$ cat config.mk
export PLATFORM = sky130hd
export DESIGN_NAME = tpl_loader
export DESIGN_NICKNAME = d
export VERILOG_FILES = /design/src/hdl/tpl_pkg.sv /design/src/hdl/tpl_loader.sv
export SDC_FILE = /design/constraint.sdc
export NUM_CORES = 2
export LEC_CHECK = 0
export BUFFER_PORTS_ARGS = -buffer_cell sky130_fd_sc_hd__buf_2
export CORE_AREA = 3 3 307 309
export DETAILED_ROUTE_END_ITERATION = 10
export DIE_AREA = 0 0 310 312
export PLACE_DENSITY_LB_ADDON = 0.08
export RECOVER_POWER = 100
export SLEW_MARGIN = 20
export SYNTH_ARGS = -nofsm -noshare
export SYNTH_HDL_FRONTEND = slang
export SYNTH_SLANG_ARGS = --single-unit
$ cat constraint.sdc
create_clock -name sys_clk_in -period 2.8 [get_ports sys_clk_in]
set_input_delay 0.56 -clock sys_clk_in [delete_from_list [all_inputs] [get_ports sys_clk_in]]
set_output_delay 0.56 -clock sys_clk_in [all_outputs]
set_load 0.02 [all_outputs]
$ cat src/hdl/tpl_pkg.sv
// constants and carrier types for the tone pair program loader
// assumes a 250 MHz device clock and a byte address on the control bus
package tpl_pkg;

    // control bus address of the write-only programming port
    localparam logic [7:0]  PROG_PORT_ADDR = 8'hE8;

    // header words and data word limits
    localparam logic [15:0] HDR_TX         = 16'h8000;
    localparam logic [15:0] HDR_RX         = 16'h8001;
    localparam logic [15:0] TX_DATA_MAX    = 16'h3FFF;
    localparam logic [15:0] RX_DATA_MAX    = 16'h7FFF;

    // table sizes in words, header not counted
    localparam logic [4:0]  TX_WORDS       = 5'h10;
    localparam logic [4:0]  RX_WORDS       = 5'h1A;
    localparam int          RX_CH_WORDS    = 13;
    localparam int          RX_NCYC_OFS    = 10;
    localparam int          RX_MIN_OFS     = 11;
    localparam int          RX_MAX_OFS     = 12;

    // timing
    localparam int          CLK_HZ         = 250_000_000;
    localparam int          CLK_PERIOD_NS  = 4;
    localparam int          PROC_TIME_US   = 150;
    localparam int          PROC_CYCLES_DEF = PROC_TIME_US * 1000 / CLK_PERIOD_NS;
    localparam int          TICK_HZ        = 9600;
    localparam int          TICK_DIV_DEF   = CLK_HZ / TICK_HZ;

    // level detector thresholds on the level code, on above off
    localparam logic [15:0] LVL_ON_THR     = 16'h0100;
    localparam logic [15:0] LVL_OFF_THR    = 16'h00C0;

    // transmit table after reset: pairs a-c silent, pair d 2130 + 2750 Hz
    localparam logic [15:0][15:0] TX_DEF = {
        16'h089A, 16'h24AD, 16'h089A, 16'h1C68,
        16'h0000, 16'h0000, 16'h0000, 16'h0000,
        16'h0000, 16'h0000, 16'h0000, 16'h0000,
        16'h0000, 16'h0000, 16'h0000, 16'h0000};

    // receive table after reset: unity filters, 2750 Hz and 2130 Hz checks
    localparam logic [25:0][15:0] RX_DEF = {
        16'h0039, 16'h0036, 16'h0010,
        16'h0000, 16'h0000, 16'h2000, 16'h0000, 16'h0000,
        16'h0000, 16'h0000, 16'h2000, 16'h0000, 16'h0000,
        16'h004A, 16'h0046, 16'h0010,
        16'h0000, 16'h0000, 16'h2000, 16'h0000, 16'h0000,
        16'h0000, 16'h0000, 16'h2000, 16'h0000, 16'h0000};

    // table selected by the last header
    typedef enum logic [2:0] {
        TPL_SEL_NONE = 3'b001,
        TPL_SEL_TX   = 3'b010,
        TPL_SEL_RX   = 3'b100
    } tpl_sel_t;

    // one transmit tone
    typedef struct packed {
        logic [15:0] freq;
        logic [15:0] level;
    } tpl_tone_t;

    // one frequency check
    typedef struct packed {
        logic [15:0] ncycles;
        logic [15:0] mintime;
        logic [15:0] maxtime;
    } tpl_fchk_t;

endpackage

$ cat src/hdl/tpl_loader.sv
// tone table loader: programming port, tone tables, programmed tone checks
// assumes bus strobes, mode levels and filter outputs on sys_clk_in
`timescale 1ns/1ps

// Notes on behaviour
// - sixteen-bit write-only programming port into RAM
// - powersave clears the tone tables, reset loads the defaults
// - write clears ready; set again when processed
// - four transmit pairs, two tones, frequency and level
// - transmit header 8000, data up to 3FFF
// - sixteen transmit words, pairs a-d in order
// - zero frequency and level means silent tone
// - after reset only pair d sounds
// - receive header 8001, data up to 7FFF
// - twenty-six receive words, two channel layouts
// - coefficients fifteen-bit signed, top bit zero
// - detector counts ticks over programmed cycle count
// - pass only between minimum and maximum time
// - level detector turns on at or above on level, off below off level
// - new receive values apply at next mode entry
// - after reset default two-tone detector is active
// - status b7 second tone, b6 first tone
module tpl_loader #(
    parameter int PROC_CYCLES = tpl_pkg::PROC_CYCLES_DEF,
    parameter int TICK_DIV    = tpl_pkg::TICK_DIV_DEF
) (
    // clock and reset
    input  wire logic                   sys_clk_in,
    input  wire logic                   reset_n_in,
    // control bus write port
    input  wire logic                   wr_en_in,
    input  wire logic [7:0]             addr_in,
    input  wire logic [15:0]            wdata_in,
    output logic                        prog_ready_out,
    // device state
    input  wire logic                   gen_reset_in,
    input  wire logic                   powersave_in,
    input  wire logic                   ptd_mode_in,
    // transmit table to tone generator
    input  wire logic [1:0]             tx_pair_sel_in,
    output tpl_pkg::tpl_tone_t          tx_tone1_out,
    output tpl_pkg::tpl_tone_t          tx_tone2_out,
    output logic                        tx_tone1_on_out,
    output logic                        tx_tone2_on_out,
    // receive coefficients to filters
    input  wire logic [4:0]             coef_sel_in,
    output logic [15:0]                 coef_out,
    // filter outputs per channel
    input  wire logic [1:0]             cycle_in,
    input  wire logic [1:0][15:0]       level_in,
    // detect status
    output logic                        tone1_det_out,
    output logic                        tone2_det_out,
    output logic                        pair_det_out
);
    import tpl_pkg::*;

    ////////////////////////////////////////////////////////////////////////////
    // write decode

    tpl_sel_t          sel;
    logic [4:0]        word_idx;
    logic [15:0]       busy_cnt;
    logic [15:0][15:0] tx_ram;
    logic [25:0][15:0] rx_ram;
    logic [25:0][15:0] rx_act;
    logic              ptd_q;
    logic [14:0]       tick_cnt;
    logic              tick;
    logic [1:0]        det;

    wire clr_tables = powersave_in;
    wire hard_reset = !reset_n_in || gen_reset_in;
    wire port_wr    = wr_en_in && (addr_in == PROG_PORT_ADDR);
    wire is_hdr_tx  = port_wr && (wdata_in == HDR_TX);
    wire is_hdr_rx  = port_wr && (wdata_in == HDR_RX);
    wire is_data    = port_wr && !is_hdr_tx && !is_hdr_rx;
    wire tx_wr      = is_data && (sel == TPL_SEL_TX) && (word_idx < TX_WORDS)
                      && (wdata_in <= TX_DATA_MAX);
    wire rx_wr      = is_data && (sel == TPL_SEL_RX) && (word_idx < RX_WORDS)
                      && (wdata_in <= RX_DATA_MAX);
    wire activate   = ptd_mode_in && !ptd_q;
    wire [15:0] proc_load = 16'(PROC_CYCLES);

    ////////////////////////////////////////////////////////////////////////////
    // header selection and word index

    always_ff @(posedge sys_clk_in) begin
        if (hard_reset || clr_tables) begin
            sel      <= TPL_SEL_NONE;
            word_idx <= 5'h00;
        end else if (is_hdr_tx) begin
            sel      <= TPL_SEL_TX;
            word_idx <= 5'h00;
        end else if (is_hdr_rx) begin
            sel      <= TPL_SEL_RX;
            word_idx <= 5'h00;
        end else if (tx_wr || rx_wr) begin
            word_idx <= word_idx + 5'h01;
        end
    end

    ////////////////////////////////////////////////////////////////////////////
    // ready flag handshake

    always_ff @(posedge sys_clk_in) begin
        if (!reset_n_in) begin
            prog_ready_out <= 1'b1;
            busy_cnt       <= 16'h0000;
        end else if (port_wr) begin
            prog_ready_out <= 1'b0;
            busy_cnt       <= proc_load;
        end else if (busy_cnt != 16'h0000) begin
            busy_cnt <= busy_cnt - 16'h0001;
            if (busy_cnt == 16'h0001) begin
                prog_ready_out <= 1'b1;
            end
        end
    end

    ////////////////////////////////////////////////////////////////////////////
    // tone table RAM

    always_ff @(posedge sys_clk_in) begin
        if (hard_reset) begin
            tx_ram <= TX_DEF;
        end else if (clr_tables) begin
            tx_ram <= '0;
        end else if (tx_wr) begin
            tx_ram[word_idx[3:0]] <= wdata_in;
        end
    end

    always_ff @(posedge sys_clk_in) begin
        if (hard_reset) begin
            rx_ram <= RX_DEF;
        end else if (clr_tables) begin
            rx_ram <= '0;
        end else if (rx_wr) begin
            rx_ram[word_idx] <= wdata_in;
        end
    end

    // active copy, refreshed only on entry into programmed tone mode
    always_ff @(posedge sys_clk_in) begin
        if (hard_reset) begin
            rx_act <= RX_DEF;
            ptd_q  <= 1'b0;
        end else begin
            ptd_q <= ptd_mode_in;
            if (activate) begin
                rx_act <= rx_ram;
            end
        end
    end

    ////////////////////////////////////////////////////////////////////////////
    // transmit and coefficient read-out

    wire [3:0] pair_base = {tx_pair_sel_in, 2'b00};
    wire [15:0] f1 = tx_ram[pair_base];
    wire [15:0] l1 = tx_ram[pair_base + 4'h1];
    wire [15:0] f2 = tx_ram[pair_base + 4'h2];
    wire [15:0] l2 = tx_ram[pair_base + 4'h3];
    wire [15:0] coef_sel = (coef_sel_in < RX_WORDS) ? rx_act[coef_sel_in] : 16'h0000;

    always_ff @(posedge sys_clk_in) begin
        if (!reset_n_in) begin
            tx_tone1_out    <= '0;
            tx_tone2_out    <= '0;
            tx_tone1_on_out <= 1'b0;
            tx_tone2_on_out <= 1'b0;
            coef_out        <= 16'h0000;
        end else begin
            tx_tone1_out    <= '{freq: f1, level: l1};
            tx_tone2_out    <= '{freq: f2, level: l2};
            tx_tone1_on_out <= (f1 != 16'h0000) || (l1 != 16'h0000);
            tx_tone2_on_out <= (f2 != 16'h0000) || (l2 != 16'h0000);
            coef_out        <= coef_sel;
        end
    end

    ////////////////////////////////////////////////////////////////////////////
    // 9.6 kHz timer tick

    always_ff @(posedge sys_clk_in) begin
        if (!reset_n_in || tick) begin
            tick_cnt <= 15'h0000;
        end else begin
            tick_cnt <= tick_cnt + 15'h0001;
        end
    end

    always_ff @(posedge sys_clk_in) begin
        if (!reset_n_in) begin
            tick <= 1'b0;
        end else begin
            tick <= (tick_cnt == 15'(TICK_DIV - 2));
        end
    end

    ////////////////////////////////////////////////////////////////////////////
    // per channel frequency and level detection

    for (genvar g = 0; g < 2; g++) begin : g_chan
        tpl_fchk_t   fc;
        logic [15:0] cyc;
        logic [15:0] tim;
        logic        fok;
        logic        lvl_on;

        assign fc = '{ncycles: rx_act[g * RX_CH_WORDS + RX_NCYC_OFS],
                      mintime: rx_act[g * RX_CH_WORDS + RX_MIN_OFS],
                      maxtime: rx_act[g * RX_CH_WORDS + RX_MAX_OFS]};
        wire tim_in_win = (tim >= fc.mintime) && (tim <= fc.maxtime);

        always_ff @(posedge sys_clk_in) begin
            if (!reset_n_in || !ptd_mode_in) begin
                cyc <= 16'h0000;
                tim <= 16'h0000;
                fok <= 1'b0;
            end else begin
                if (tick && tim != 16'hFFFF) begin
                    tim <= tim + 16'h0001;
                end
                if (tim > fc.maxtime) begin
                    fok <= 1'b0;
                end
                if (cycle_in[g]) begin
                    if (cyc == 16'h0000) begin
                        cyc <= 16'h0001;
                        tim <= 16'h0000;
                    end else if (cyc >= fc.ncycles) begin
                        fok <= tim_in_win;
                        cyc <= 16'h0001;
                        tim <= 16'h0000;
                    end else begin
                        cyc <= cyc + 16'h0001;
                    end
                end
            end
        end

        always_ff @(posedge sys_clk_in) begin
            if (!reset_n_in) begin
                lvl_on <= 1'b0;
            end else if (level_in[g] >= LVL_ON_THR) begin
                lvl_on <= 1'b1;
            end else if (level_in[g] < LVL_OFF_THR) begin
                lvl_on <= 1'b0;
            end
        end

        assign det[g] = lvl_on && fok && ptd_mode_in;
    end

    always_ff @(posedge sys_clk_in) begin
        if (!reset_n_in) begin
            tone1_det_out <= 1'b0;
            tone2_det_out <= 1'b0;
            pair_det_out  <= 1'b0;
        end else begin
            tone1_det_out <= det[0];
            tone2_det_out <= det[1];
            pair_det_out  <= det[0] && det[1];
        end
    end
endmodule

==> flow_metrics.py <==
metrics = {
    "worst_setup_path": {
        "cp.arrival_ns": 3.34,
        "reg2reg_slack_ns": 0.11,
        "path_max_fanout": 17,
        "critPathCaptureType": "flip-flop",
        "crit_type": "in -> reg",
        "worstPathRequired_ns": 3.38,
        "startpoint_type": "primary input",
    },
    "floorplan": {
        "dieHeight_um": 312,
        "pin_count": 157,
        "core_um2": 91700,
        "fp.dieW_um": 310,
        "die-area_um2": 96700,
        "initial_core_util": 0.559,
        "rows": 111,
    },
    "sta": {
        "drv_slew": 503,
        "rsz0062_at_grt": "no",
        "fin_crit_ns": 2.76,
        "tightestPinTransition_ns": 2.18,
        "finalHoldViolations": 0,
        "slew_headroom": -0.452,
        "setup_viol": 0,
        "fin_crit_sh": 0.985,
        "skew_ns": 0.0250,
        "max_freq_mhz": 362,
    },
    "power_and_ir_drop": {
        "p_seq_frac": 0.481,
        "pwr-share-clk": 0.459,
        "comb_power_share": 0.060,
        "power.internal_mw": 29.5,
        "switching_share": 0.235,
        "p_leak_nw": 20.8,
        "p_per_area_nw_per_um2": 660,
        "p_switching_mw": 9.06,
        "p_total_mw": 38.6,
        "ir_drop_uv": 547,
    },
    "synth": {
        "ys.flop_type": "dfxtp_1",
        "yosysSeqAreaShare": 0.501,
        "syn_area_per_cell_um2": 8.86,
        "ys_warn_count": 0,
        "ys_ff_latch": 1283,
        "synthCells": 5783,
        "yosysUniqueCellTypes": 64,
        "synth-edff-count": 0,
        "synthArstFlopShare": 0,
        "syn_nets": 5963,
        "synth.cell_area_um2": 51200,
    },
    "grt": {
        "grt_pass1_vias": 38400,
        "grt_usage": 0.308,
        "grt-ovfl-total": 0,
        "grt_antenna_before_repair": 4,
        "grt_pass1_wl_mm": 230,
        "grt_max_degree": 195,
    },
    "place": {
        "place_congestion": 0.904,
        "io_buffers": 144,
        "dp_hpwl_mm": 97.3,
        "placed_cells": 6889,
    },
    "route": {
        "vias_per_cell": 5.84,
        "drtIter0Drc": 4174,
        "via_count": 41600,
        "dr.pass1.iters": 6,
        "wl_mm": 152,
        "ant_nets": 0,
        "wl_per_cell_um": 21.4,
        "drc": 0,
    },
    "outcome": {
        "outcome": "finished with violations",
        "violations": "max-capacitance violations, max-slew violations",
    },
    "clock_tree": {
        "cts_buffers": 135,
        "ctsLongestPathBuffers": 3,
        "clock_sinks": 1283,
        "tritoncts": "yes",
        "clkTransAtPathRegs_ns": 0.06,
        "htreeDepth": 4,
        "worstSkewPairLatency_ns": 0.74,
        "clock-root-buffer": "clkbuf_16",
    },
    "final_layout": {
        "postLayoutCoreUtil": 0.637,
        "finalNonFillerCells": 7127,
        "area_growth_pct": 14.0,
        "fin_nets": 6020,
        "fill_cells": 7802,
        "drive_gt1_frac": 0.140,
    },
    "hold_path": {
        "hp-class": "in -> reg",
    },
    "flow_run": {
        "drv_cap": 3,
    },
}
[power by group through the flow]
stage | Clock [mW] | Combinational (mW) | Sequential [mW]
6_report | 17.7 | 2.33 | 18.5
5_1_grt | 18.7 | 2.48 | 18.6
4_1_cts | 17.9 | 2.33 | 18.5
3_5_place_dp | 0 | 2.32 | 18.9
3_3_place_gp | 0 | 2.31 | 18.9
2_1_floorplan | 0 | 1.45 | 18.9
[critical path, stage by stage]
cell and delay, ns:
clkbuf_1 0.34, or2_0 1.03, o221ai_1 0.54, o22ai_1 0.38, a211oi_1 0.11, buf_4 0.18, a21oi_1 0.12, nor2_1 0.06
[routing by layer]
metal	vias up	part of all wire	wire length, µm	track usage
li1	20000	-	-	-
met1	20000	0.42	63900	0.414
met5	-	0.000085	13	0
met2	1363	0.47	71200	0.494
met4	2	0.046	6990	0.139
met3	276	0.067	10200	0.0441
[synth_stat cells, types with 3 or more instances]
cell type  count  area share
nor3_1        29      0.0028
xnor2_1       29      0.0050
nand3_1      295       0.029
nor2_1       333       0.024
and4_1         6      0.0010
clkbuf_1     396       0.029
buf_2         25      0.0024
nor3b_1        5     0.00073
or3_1         13      0.0016
dfxtp_1     1283        0.50
nor4_1        35      0.0043
o21ai_1       16      0.0016
clkbuf_2       4     0.00039
nor2b_1        4     0.00049
nor4b_1        6      0.0010
o22ai_1       18      0.0022
o2111ai_1      3     0.00051
nand3b_1       3     0.00044
nor3_2         6      0.0012
a31o_2       168       0.029
or4_1          5     0.00073
and2_1        67      0.0082
a211oi_1      28      0.0041
nor3_4         9      0.0029
nand2b_1      15      0.0018
and3_1        80      0.0098
mux2i_1      109       0.021
buf_4          4     0.00059
mux4_2       144       0.063
o21ai_0      322       0.031
a21o_1         8      0.0012
a21oi_1      632       0.062
nand2_1     1239       0.091
a31oi_1       10      0.0012
o211ai_1      21      0.0031
nand4_1       37      0.0045
a211o_1        3     0.00051
xor2_1        43      0.0073
inv_1        119      0.0087
o221ai_1      16      0.0027
ha_1         109       0.027
buf_1         51      0.0037
o21a_1         4     0.00059
[worst paths after layout]
| path | from | depth (start not counted) | end |
|---|---|---|---|
| worst max-delay path | coef_sel_in[1] | 8 | coef_out[15]$_SDFF_PN0_ |
| worst min-delay path | level_in[25] | 3 | g_chan[1].lvl_on$_SDFFE_PN0P_ |
| worst max register to register | sel[0]$_SDFFE_PP1P_ | 9 | rx_ram[399]$_SDFFE_PP0P_ |
| worst min register to register | rx_ram[365]$_SDFFE_PP0P_ | 2 | rx_act[365]$_SDFFE_PP0P_ |
[state kept, by name, summed over array words and instances (netlist names), 3 cells and up]
name / flops
tx_tone1_out: 32
rx_ram: 416
coef_out: 16
g_chan.fc: 96
sel: 3
tick_cnt: 15
rx_act: 320
busy_cnt: 16
tx_tone2_out: 32
g_chan.cyc: 32
g_chan.tim: 32
tx_ram: 256
word_idx: 5
[cell families after synthesis]
logic type	Yosys count	share of synthesized area
compound gates	1267	0.143
xor+xnor	72	0.0123
fa+ha+maj	109	0.0266
buf+inv	601	0.0452
flops	1283	0.501
mux	253	0.0846
simple gates	2198	0.187
[per-stage QoR]
step	worst slack (ns)	hold slack [ns]	area, µm²	setup TNS (ns)
after global placement	-0.0550	0.432	54700	-2.54
after global routing	0.0266	0.126	58400	0
final	0.0414	0.0955	58400	0
after detailed placement	-0.124	0.441	54700	-7.05
after floorplan	0.111	0.418	51200	0
after CTS	0.00356	0.0594	59100	0
[repair_timing]
item	in CTS	in global routing
endpoints found under the setup margin	0	29
hold buffers	0	0
buffers inserted	0	0
resized for setup	0	3
[layout by cell type, fill, tap and decap left out, drive strengths merged, types with 16 or more instances in the layout]
master	count
o221ai	16
buf	271
dfxtp	1283
a21oi	633
nor4	36
o22ai	18
inv	128
nor3	44
nand2	1239
and2	68
nand3	297
nor2	334
ha	109
o211ai	21
mux4	144
clkbuf	330
a31o	168
mux2i	109
xnor2	29
xor2	43
a211oi	28
o21ai	338
clkinv	17
nand4	37
and3	80
[area by class of cell]
cell class                      instances  area [µm²]  area share
Multi-Input combinational cell       3899       23200       0.397
Timing Repair Buffer                  401        3220      0.0551
Inverter                              120         450     0.00771
Sequential cell                      1283       25700       0.440
Antenna cell                            3        7.51    0.000128
Clock inverter                         35         373     0.00638
Clock buffer                          200        4000      0.0684
Tap cell                             1186        1480      0.0254
(Power assumes the default switching activity.)
